[src/verilog/ptmr_map.svh]
// Register map, field positions, reset values and counts of the timer
// Function
// - Two-bit mode field: 00 compare, 01 capture, 10 PWM/single pulse, 11 timer.
// - Compare mode, clear source low: P match or overflow clears; both flags.
// - Compare mode, clear source high: A match clears; only A flag raised.
// - Compare A zero: counter overflows at 3ff without raising A flag.
// - Compare mode pin changes only on A match or rising counter-on; P match leaves it.
// - On A match pin goes high, low or toggles; field zero means unchanged.
// - Compare mode: rising counter-on drives output pin to initial level, flipped by invert.
// - Timer/counter mode acts like compare mode but leaves pin undriven.
// - PWM: period match clears counter, 0 means 1024; A sets duty.
// - PWM duty at or above period gives output active whole period.
// - PWM: initial level sets active level, function forces, invert flips.
// - PWM counter keeps running while the output is forced fixed.
// - Single pulse starts on rising counter-on, set by software or pin.
// - Single pulse: A match clears counter-on, ends pulse, raises flag.
// - Single pulse: counter zeroes only on rising on-bit; period unused.
// - Capture: source bit picks io or clock pin; function picks edges.
// - Capture edge copies counter into compare A and raises flag.
// - Capture: counter free runs, period match zeroes it, flag raised.
// - Capture with function 11 captures nothing but counter runs.
// - Rising on-bit zeroes counter; falling on-bit freezes it.
// - Capture edges: 00 rising, 01 falling, 10 both, 11 disabled.
`ifndef PTMR_MAP_SVH
`define PTMR_MAP_SVH

// ----------------------------------------------------------------
// Register byte offsets
// ----------------------------------------------------------------
`define PTMR_OFF_CTRL0 8'h00
`define PTMR_OFF_CTRL1 8'h04
`define PTMR_OFF_COUNT 8'h08
`define PTMR_OFF_CMPA 8'h0c
`define PTMR_OFF_PER_LO 8'h10
`define PTMR_OFF_PER_HI 8'h14
`define PTMR_OFF_FLAGS 8'h18

// ----------------------------------------------------------------
// Field positions
// ----------------------------------------------------------------
`define PTMR_CTRL0_ON 3
`define PTMR_CTRL0_CKS_LO 4
`define PTMR_CTRL0_CKS_HI 5
`define PTMR_FLAG_A 0
`define PTMR_FLAG_P 1

// ----------------------------------------------------------------
// Reset values and counts
// ----------------------------------------------------------------
`define PTMR_CNT_W 10
`define PTMR_CNT_MAX 10'h3ff
`define PTMR_RST_CTRL 8'h00
`define PTMR_RST_VAL 10'h000
`define PTMR_RST_PER_HI 8'h00
`define PTMR_PRESCALE 4

`endif

[src/verilog/ptmr_pkg.sv]
// Types shared by the periodic timer
package ptmr_pkg;

    // Operating mode codes as held in the mode field
    typedef enum logic [1:0] {
        PTMR_MODE_CMP = 2'h0,
        PTMR_MODE_CAP = 2'h1,
        PTMR_MODE_PWM = 2'h2,
        PTMR_MODE_TC = 2'h3
    } ptmr_mode_t;

    // Timer clock source select
    typedef enum logic [1:0] {
        PTMR_CK_SYS = 2'h0,
        PTMR_CK_DIV = 2'h1,
        PTMR_CK_PIN_RISE = 2'h2,
        PTMR_CK_PIN_FALL = 2'h3
    } ptmr_cksel_t;

    // Control register 1 layout
    typedef struct packed {
        ptmr_mode_t mode_select;
        logic [1:0] pin_function;
        logic initial_level;
        logic output_invert;
        logic capture_source_select;
        logic clear_source_select;
    } ptmr_ctrl_t;

    // APB request from the master
    typedef struct packed {
        logic psel;
        logic penable;
        logic pwrite;
        logic [7:0] paddr;
        logic [31:0] pwdata;
    } ptmr_apb_req_t;

endpackage

[src/verilog/ptmr_timer.sv]
// Periodic 10-bit timer with compare, PWM, single pulse and capture modes
//
// Implementation choices: the APB interface to the registers and the address map.
`timescale 1ns/1ps
`default_nettype none
`include "ptmr_map.svh"

module ptmr_timer #(
    parameter int PRESCALE = `PTMR_PRESCALE
) (
    // Clock and reset
    input wire logic clk,
    input wire logic rst,
    // APB slave
    input wire ptmr_pkg::ptmr_apb_req_t apb_req,
    output logic [31:0] prdata,
    output logic pready,
    output logic pslverr,
    // Timer pins
    input wire logic timer_io_pin_in,
    output logic timer_io_pin_out,
    output logic timer_io_pin_oe_n,
    input wire logic timer_clock_pin
);
    import ptmr_pkg::*;

    // ----------------------------------------------------------------
    // Registers
    // ----------------------------------------------------------------
    ptmr_ctrl_t ctrl_reg;
    ptmr_cksel_t cksel_reg;
    logic counter_on_reg;
    logic on_prev_reg;
    logic [9:0] cnt_reg;
    logic [9:0] cnt_next;
    logic [9:0] compare_a_value_reg;
    logic [7:0] period_lo_reg;
    logic [7:0] period_high_byte_reg;
    logic match_a_flag_reg;
    logic match_p_flag_reg;
    logic out_lvl_reg;
    logic [1:0] div_reg;
    logic io_s1_reg, io_s2_reg, io_s3_reg;
    logic ck_s1_reg, ck_s2_reg, ck_s3_reg;
    logic pready_reg;
    logic [31:0] prdata_reg;
    logic pslverr_reg;
    logic io_out_reg;
    logic io_oe_n_reg;

    // ----------------------------------------------------------------
    // Derived signals
    // ----------------------------------------------------------------
    logic [9:0] period_value;
    logic [9:0] inc;
    logic on_rise;
    logic tick;
    logic hit_a, hit_p, clr_cnt;
    logic cap_edge;
    logic io_rise, io_fall, ck_rise, ck_fall;
    logic src_rise, src_fall;
    logic is_cmp_like, is_single;
    logic pwm_active;
    logic [10:0] pwm_period;
    logic bus_access, bus_wr, bus_rd_cycle;
    logic addr_ok;
    logic [31:0] rd_mux;

    assign period_value = {period_high_byte_reg[1:0], period_lo_reg};
    assign inc = cnt_reg + 10'h001;
    assign on_rise = counter_on_reg & ~on_prev_reg;
    assign is_cmp_like = (ctrl_reg.mode_select == PTMR_MODE_CMP) ||
                         (ctrl_reg.mode_select == PTMR_MODE_TC);
    assign is_single = (ctrl_reg.mode_select == PTMR_MODE_PWM) &&
                       (ctrl_reg.pin_function == 2'h3);

    // ----------------------------------------------------------------
    // Pin synchronisers and edge detection
    // ----------------------------------------------------------------
    always_ff @(posedge clk) begin
        if (rst) begin
            io_s1_reg <= 1'b0;
            io_s2_reg <= 1'b0;
            io_s3_reg <= 1'b0;
            ck_s1_reg <= 1'b0;
            ck_s2_reg <= 1'b0;
            ck_s3_reg <= 1'b0;
        end else begin
            io_s1_reg <= timer_io_pin_in;
            io_s2_reg <= io_s1_reg;
            io_s3_reg <= io_s2_reg;
            ck_s1_reg <= timer_clock_pin;
            ck_s2_reg <= ck_s1_reg;
            ck_s3_reg <= ck_s2_reg;
        end
    end

    assign io_rise = io_s2_reg & ~io_s3_reg;
    assign io_fall = ~io_s2_reg & io_s3_reg;
    assign ck_rise = ck_s2_reg & ~ck_s3_reg;
    assign ck_fall = ~ck_s2_reg & ck_s3_reg;

    // ----------------------------------------------------------------
    // Timer clock tick
    // ----------------------------------------------------------------
    always_ff @(posedge clk) begin
        if (rst) begin
            div_reg <= 2'h0;
        end else if (div_reg == 2'(PRESCALE - 1)) begin
            div_reg <= 2'h0;
        end else begin
            div_reg <= div_reg + 2'h1;
        end
    end

    always_comb begin
        case (cksel_reg)
            PTMR_CK_SYS: tick = 1'b1;
            PTMR_CK_DIV: tick = (div_reg == 2'h0);
            PTMR_CK_PIN_RISE: tick = ck_rise;
            default: tick = ck_fall;
        endcase
    end

    // ----------------------------------------------------------------
    // Capture edge selection
    // ----------------------------------------------------------------
    assign src_rise = ctrl_reg.capture_source_select ? ck_rise : io_rise;
    assign src_fall = ctrl_reg.capture_source_select ? ck_fall : io_fall;

    always_comb begin
        case (ctrl_reg.pin_function)
            2'h0: cap_edge = src_rise;
            2'h1: cap_edge = src_fall;
            2'h2: cap_edge = src_rise | src_fall;
            default: cap_edge = 1'b0;
        endcase
    end

    // ----------------------------------------------------------------
    // Comparators: a match is seen as the counter is about to reach
    // the compare value, so it counts 0 .. value-1
    // ----------------------------------------------------------------
    always_comb begin
        hit_a = 1'b0;
        hit_p = 1'b0;
        clr_cnt = 1'b0;
        if (counter_on_reg && !on_rise && tick) begin
            case (ctrl_reg.mode_select)
                PTMR_MODE_CMP, PTMR_MODE_TC: begin
                    // Zero compare A means plain overflow, no A flag
                    hit_a = (inc == compare_a_value_reg) &&
                            (compare_a_value_reg != 10'h000);
                    if (ctrl_reg.clear_source_select) begin
                        clr_cnt = hit_a;
                    end else begin
                        // Period zero matches as the count wraps
                        hit_p = (inc == period_value);
                        clr_cnt = hit_p;
                    end
                end
                PTMR_MODE_PWM: begin
                    hit_a = (inc == compare_a_value_reg);
                    if (!is_single) begin
                        hit_p = (inc == period_value);
                        clr_cnt = hit_p;
                    end
                end
                default: begin
                    hit_a = 1'b0;
                    hit_p = (inc == period_value);
                    clr_cnt = hit_p;
                end
            endcase
        end
    end

    // ----------------------------------------------------------------
    // Counter
    // ----------------------------------------------------------------
    always_comb begin
        if (on_rise) begin
            cnt_next = `PTMR_RST_VAL;
        end else if (counter_on_reg && tick) begin
            // Wraps after 3ff by width
            cnt_next = clr_cnt ? `PTMR_RST_VAL : inc;
        end else begin
            cnt_next = cnt_reg;
        end
    end

    always_ff @(posedge clk) begin
        if (rst) begin
            cnt_reg <= `PTMR_RST_VAL;
            on_prev_reg <= 1'b0;
        end else begin
            cnt_reg <= cnt_next;
            on_prev_reg <= counter_on_reg;
        end
    end

    // ----------------------------------------------------------------
    // APB slave: one wait state, answer in the second access cycle
    // ----------------------------------------------------------------
    assign bus_access = apb_req.psel & apb_req.penable;
    assign bus_wr = bus_access & pready_reg & apb_req.pwrite & addr_ok;
    assign bus_rd_cycle = bus_access & ~pready_reg;

    always_comb begin
        addr_ok = 1'b1;
        rd_mux = 32'h0000_0000;
        if (apb_req.paddr == `PTMR_OFF_CTRL0) begin
            rd_mux = {26'h0, cksel_reg, counter_on_reg, 3'h0};
        end else if (apb_req.paddr == `PTMR_OFF_CTRL1) begin
            rd_mux = {24'h0, ctrl_reg};
        end else if (apb_req.paddr == `PTMR_OFF_COUNT) begin
            rd_mux = {22'h0, cnt_reg};
        end else if (apb_req.paddr == `PTMR_OFF_CMPA) begin
            rd_mux = {22'h0, compare_a_value_reg};
        end else if (apb_req.paddr == `PTMR_OFF_PER_LO) begin
            rd_mux = {24'h0, period_lo_reg};
        end else if (apb_req.paddr == `PTMR_OFF_PER_HI) begin
            rd_mux = {30'h0, period_high_byte_reg[1:0]};
        end else if (apb_req.paddr == `PTMR_OFF_FLAGS) begin
            rd_mux = {30'h0, match_p_flag_reg, match_a_flag_reg};
        end else begin
            addr_ok = 1'b0;
        end
    end

    always_ff @(posedge clk) begin
        if (rst) begin
            pready_reg <= 1'b0;
            prdata_reg <= 32'h0000_0000;
            pslverr_reg <= 1'b0;
        end else begin
            pready_reg <= bus_rd_cycle;
            if (bus_rd_cycle) begin
                prdata_reg <= apb_req.pwrite ? 32'h0000_0000 : rd_mux;
                pslverr_reg <= ~addr_ok;
            end else begin
                prdata_reg <= 32'h0000_0000;
                pslverr_reg <= 1'b0;
            end
        end
    end

    // ----------------------------------------------------------------
    // Control and value registers
    // ----------------------------------------------------------------
    always_ff @(posedge clk) begin
        if (rst) begin
            ctrl_reg <= ptmr_ctrl_t'(`PTMR_RST_CTRL);
            cksel_reg <= PTMR_CK_SYS;
            period_lo_reg <= 8'h00;
            period_high_byte_reg <= `PTMR_RST_PER_HI;
        end else if (bus_wr) begin
            if (apb_req.paddr == `PTMR_OFF_CTRL0) begin
                cksel_reg <= ptmr_cksel_t'(apb_req.pwdata[5:4]);
            end else if (apb_req.paddr == `PTMR_OFF_CTRL1) begin
                ctrl_reg <= ptmr_ctrl_t'(apb_req.pwdata[7:0]);
            end else if (apb_req.paddr == `PTMR_OFF_PER_LO) begin
                period_lo_reg <= apb_req.pwdata[7:0];
            end else if (apb_req.paddr == `PTMR_OFF_PER_HI) begin
                period_high_byte_reg <= {6'h00, apb_req.pwdata[1:0]};
            end
        end
    end

    // Counter-on: a hardware set beats a software clear, a software
    // write beats the hardware clear at the end of a single pulse
    always_ff @(posedge clk) begin
        if (rst) begin
            counter_on_reg <= 1'b0;
        end else if (is_single && !counter_on_reg && ck_rise) begin
            counter_on_reg <= 1'b1;
        end else if (bus_wr && apb_req.paddr == `PTMR_OFF_CTRL0) begin
            counter_on_reg <= apb_req.pwdata[`PTMR_CTRL0_ON];
        end else if (is_single && hit_a) begin
            counter_on_reg <= 1'b0;
        end
    end

    // Compare A: a capture wins over a software write in the same cycle
    always_ff @(posedge clk) begin
        if (rst) begin
            compare_a_value_reg <= `PTMR_RST_VAL;
        end else if (ctrl_reg.mode_select == PTMR_MODE_CAP &&
                     counter_on_reg && cap_edge) begin
            compare_a_value_reg <= cnt_reg;
        end else if (bus_wr && apb_req.paddr == `PTMR_OFF_CMPA) begin
            compare_a_value_reg <= apb_req.pwdata[9:0];
        end
    end

    // ----------------------------------------------------------------
    // Match flags: write one to clear, a new event wins over the clear
    // ----------------------------------------------------------------
    logic flag_a_set;
    logic flag_clr_a, flag_clr_p;

    assign flag_a_set = hit_a | (ctrl_reg.mode_select == PTMR_MODE_CAP &&
                                 counter_on_reg && cap_edge);
    assign flag_clr_a = bus_wr && apb_req.paddr == `PTMR_OFF_FLAGS &&
                        apb_req.pwdata[`PTMR_FLAG_A];
    assign flag_clr_p = bus_wr && apb_req.paddr == `PTMR_OFF_FLAGS &&
                        apb_req.pwdata[`PTMR_FLAG_P];

    always_ff @(posedge clk) begin
        if (rst) begin
            match_a_flag_reg <= 1'b0;
        end else if (flag_a_set) begin
            match_a_flag_reg <= 1'b1;
        end else if (flag_clr_a) begin
            match_a_flag_reg <= 1'b0;
        end
    end

    always_ff @(posedge clk) begin
        if (rst) begin
            match_p_flag_reg <= 1'b0;
        end else if (hit_p) begin
            match_p_flag_reg <= 1'b1;
        end else if (flag_clr_p) begin
            match_p_flag_reg <= 1'b0;
        end
    end

    // ----------------------------------------------------------------
    // Compare-match output level
    // ----------------------------------------------------------------
    always_ff @(posedge clk) begin
        if (rst) begin
            out_lvl_reg <= 1'b0;
        end else if (on_rise) begin
            out_lvl_reg <= ctrl_reg.initial_level;
        end else if (hit_a) begin
            // Of the two matches only an A match moves the pin
            case (ctrl_reg.pin_function)
                2'h1: out_lvl_reg <= 1'b0;
                2'h2: out_lvl_reg <= 1'b1;
                2'h3: out_lvl_reg <= ~out_lvl_reg;
                default: out_lvl_reg <= out_lvl_reg;
            endcase
        end
    end

    // ----------------------------------------------------------------
    // PWM duty: full duty when compare A reaches the period
    // ----------------------------------------------------------------
    assign pwm_period = (period_value == 10'h000) ? 11'h400 :
                        {1'b0, period_value};
    assign pwm_active = ({1'b0, compare_a_value_reg} >= pwm_period) ||
                        (cnt_reg < compare_a_value_reg);

    // ----------------------------------------------------------------
    // Output pin
    // ----------------------------------------------------------------
    logic act;

    always_comb begin
        case (ctrl_reg.pin_function)
            2'h0: act = 1'b0;
            2'h1: act = 1'b1;
            2'h2: act = counter_on_reg & pwm_active;
            default: act = counter_on_reg;
        endcase
    end

    always_ff @(posedge clk) begin
        if (rst) begin
            io_out_reg <= 1'b0;
            io_oe_n_reg <= 1'b1;
        end else begin
            case (ctrl_reg.mode_select)
                PTMR_MODE_CMP: begin
                    io_out_reg <= out_lvl_reg ^ ctrl_reg.output_invert;
                    io_oe_n_reg <= 1'b0;
                end
                PTMR_MODE_PWM: begin
                    // Active level comes from the initial-level bit
                    io_out_reg <= (act ? ctrl_reg.initial_level :
                                   ~ctrl_reg.initial_level) ^
                                  ctrl_reg.output_invert;
                    io_oe_n_reg <= 1'b0;
                end
                default: begin
                    // Pin released for other functions
                    io_out_reg <= 1'b0;
                    io_oe_n_reg <= 1'b1;
                end
            endcase
        end
    end

    // ----------------------------------------------------------------
    // Outputs
    // ----------------------------------------------------------------
    assign prdata = prdata_reg;
    assign pready = pready_reg;
    assign pslverr = pslverr_reg;
    assign timer_io_pin_out = io_out_reg;
    assign timer_io_pin_oe_n = io_oe_n_reg;

endmodule // ptmr_timer

`default_nettype wire

[config.mk]
export PLATFORM = sky130hd
export DESIGN_NAME = ptmr_timer
export DESIGN_NICKNAME = d
export VERILOG_FILES = /design/src/verilog/ptmr_pkg.sv /design/src/verilog/ptmr_timer.sv
export VERILOG_INCLUDE_DIRS = /design/src /design/src/verilog
export SDC_FILE = /design/constraint.sdc
export NUM_CORES = 1
export LEC_CHECK = 0
export BUFFER_PORTS_ARGS = -buffer_cell sky130_fd_sc_hd__buf_4
export CORE_ASPECT_RATIO = 0.8
export CORE_MARGIN = 2
export CORE_UTILIZATION = 30
export DETAILED_ROUTE_END_ITERATION = 12
export SLEW_MARGIN = 20
export SYNTH_ARGS = -nofsm -noshare
export SYNTH_HDL_FRONTEND = slang
export SYNTH_SLANG_ARGS = --single-unit
[constraint.sdc]
create_clock -name clk -period 4.25 [get_ports clk]
set_input_delay 0.425 -clock clk [delete_from_list [all_inputs] [get_ports clk]]
set_output_delay 0.425 -clock clk [all_outputs]
set_load 0.01 [all_outputs]
==> impl_metrics.ini <==
[logic_synthesis]
ys.flop_type = dfxtp_1
synth_cell_types = 58
ys_ff_latch = 67
yosys.area_share.xor_xnor_pct = 5.962
avgSynthCellArea_um2 = 8.036
seq_area_frac_synth_pct = 30.29
yosys.area_share.simple_pct = 23.62
synth_compound_area_share_pct = 14.55
synth_area_um2 = 4428
synthAdderAreaFrac_pct = 8.760
yosysWarnings = 0
synth_top_family_by_area = simple AND/OR/NAND/NOR gates
synth_mux_area_share_pct = 7.742
synthArstFlopShare_pct = 0
syn_inst = 551
synth_edf_count = 0

[drt]
avgRoutedWirePerCell_um = 16.36
drt-total-wl_mm = 12.49
viasPerCell = 5.219
met1_length_mm = 6.299
route.antenna.remaining_nets = 0
initialDrtViolationCount = 394
first_pass_iters = 5
num_vias = 3982
drc = 0
top_layer_used = met4
wl_met2_mm = 5.035
wl_met3_mm = 1.012

[layout]
diodes = 0
fill_cells = 1522
fin_util_pct = 35.49
final_common_cell = dfxtp_1
nets = 652
area_growth_pct = 14.98
final_area_um2 = 5091
drive_gt1_share_pct = 11.40
layout_common_cells = dfxtp_1, nor2_1, nand2_1

[global_routing]
overflow = 0
grt_pass1_vias = 3663
antenna_found_initial = 0
grt_pass1_wl_mm = 19.92
grt_max_degree = 47
grtUsageTotal_pct = 16.15

[pwr]
powerDensity_nw_per_um2 = 300.8
leakagePower_nw = 1.972
ir_drop_v = 0.0002057

[clocking]
root_buffer = clkbuf_16
h-tree-depth = 3
clock_latency_ns = 0.34
cts.sink_count = 67
ctsResizeCount = 0
path_clk_slew_ns = 0.06
cts_tree = built
post_cts_buffers = 0
clockBufferDepth = 2
cts_inserted_buffers = 9
ctsHoldBuffers = 0

[setup_path]
path_max_fanout = 11
cp.arrival_ns = 3.55
end_kind = flip-flop
worst_path_largest_cell_delay_ns = 0.52
crit_chain = ha_1 -> nand3_1 -> o21ai_0 -> o31ai_1 -> or4_4 -> or3_4 -> or4b_1 -> o21ai_1 -> a211oi_1
cpMaxStageDelayCell = dfxtp_1
crit_type = flip-flop to flip-flop
crit_required_ns = 4.45
cp-start-kind = flip-flop

[timing]
max_slew_margin_pct = 34.72
tightestPinTransition_ns = 0.9741
rsz0062_at_grt = no
period_share_pct = 78.78
fin_hold_ws_ns = 0.2899
setup_violations = 0
period_needed_ns = 3.348
tns_ns = 0
slew_violations = 0
skew_ns = 0.006344
hold_viol = 0
max_freq_mhz = 298.7

[place]
dp_hpwl_mm = 9.507
io_buffers = 38
place_area_um2 = 4760
gp_congestion = 0.8884

[hold_path]
hp-class = primary input to flip-flop

[floorplan]
die_x_um = 139.8
core_um2 = 14350
start_util_pct = 30.87
io_pins = 83
dieHeight_um = 112.7
dieArea_um2 = 15750
num_rows = 39

[job]
maxCapViolations = 0

[status]
outcome = finished clean
cells in the mapped netlist (all sizes together) (3+ instances only):
cell	n	area share, %
nor2b	17	2.4
nand3	13	1.5
nor2	62	5.3
nor4	6	0.85
ha	31	8.8
nand2	51	4.3
buf	31	4.7
o21ai	17	1.9
nand4b	4	0.79
a22oi	4	0.68
or3	6	0.96
a211oi	14	2.4
nand2b	8	1.1
or4	3	0.59
o21a	3	0.51
dfxtp	67	30
mux2i	32	7.2
a21oi	38	4.3
inv	32	2.7
and3	4	0.59
a31oi	7	0.99
clkbuf	18	1.5
a21o	3	0.54
o31ai	3	0.51
xnor2	14	2.8
xor2	11	2.2
nor3b	7	1.4
nand4	3	0.42
nor3	13	1.5
and4	5	1.0
layout make-up:
cell class	count	area [um2]	share of cell area, %
Clock inverter	7	101.3	1.991
Sequential cell	67	1341	26.35
Timing Repair Buffer	40	300.3	5.898
Multi-Input combinational cell	424	2773	54.46
Clock buffer	9	225.2	4.424
Inverter	32	120.1	2.359
Tap cell	184	230.2	4.522
logic make-up (layout without fill, tap and decap cells):
| logic type | Yosys count | in the layout |
|---|---|---|
| and+or+nand+nor | 207 | 207 |
| muxes | 34 | 34 |
| adders and majority gates | 31 | 31 |
| AOI/OAI and AO/OA | 103 | 103 |
| xor gates and xnor gates | 27 | 27 |
| buffers and inverters | 81 | 88 |
| other | 1 | 22 |
| DFF | 67 | 67 |
path summary, 6_finish.rpt:
kind                                                 end  slack [ns]               startpoint  cells after the start
worst max-delay path            out_lvl_reg$_SDFFE_PP0P_        0.90  cnt_reg[1]$_SDFFE_PP0P_                      9
worst min-delay path                ck_s1_reg$_SDFF_PP0_        0.29          timer_clock_pin                      2
worst max register to register  out_lvl_reg$_SDFFE_PP0P_        0.90  cnt_reg[1]$_SDFFE_PP0P_                      9
worst min register to register      io_s2_reg$_SDFF_PP0_        0.44     io_s1_reg$_SDFF_PP0_                      1
power by group:
| group | internal (W) | switching, W | total (W) |
|---|---|---|---|
| registers | 0.000634 | 0.00000303 | 0.000637 |
| logic | 0.0000278 | 0.0000478 | 0.0000756 |
| clock network | 0.000517 | 0.000302 | 0.000819 |
| total | 0.00118 | 0.000352 | 0.00153 |
worst max-delay path: cells and delay by family, from the launching register on:
kind,cells,cell delay (ns)
DFF,1,0.52
adders and majority gates,1,0.35
AOI/OAI and AO/OA,4,0.61
and+or+nand+nor,4,1.72
stage by stage:
| step | total power [W] | std cells | setup slack (ns) |
|---|---|---|---|
| detailed placement | 0.0007259 | 747 | 0.9980 |
| finish | 0.001532 | 763 | 0.9019 |
| floorplan | 0.0007062 | 572 | 1.407 |
| global route | 0.001584 | 763 | 0.6767 |
| global placement | 0.0007238 | 747 | 1.033 |
| CTS | 0.001548 | 763 | 0.9740 |
routing by layer:
layer	vias up	track usage (%)
met3	11	4.352
met5	-	0
met2	156	22.76
li1	1926	-
met1	1889	24.27
met4	0	3.800
Power figures use the tool's default switching activity.
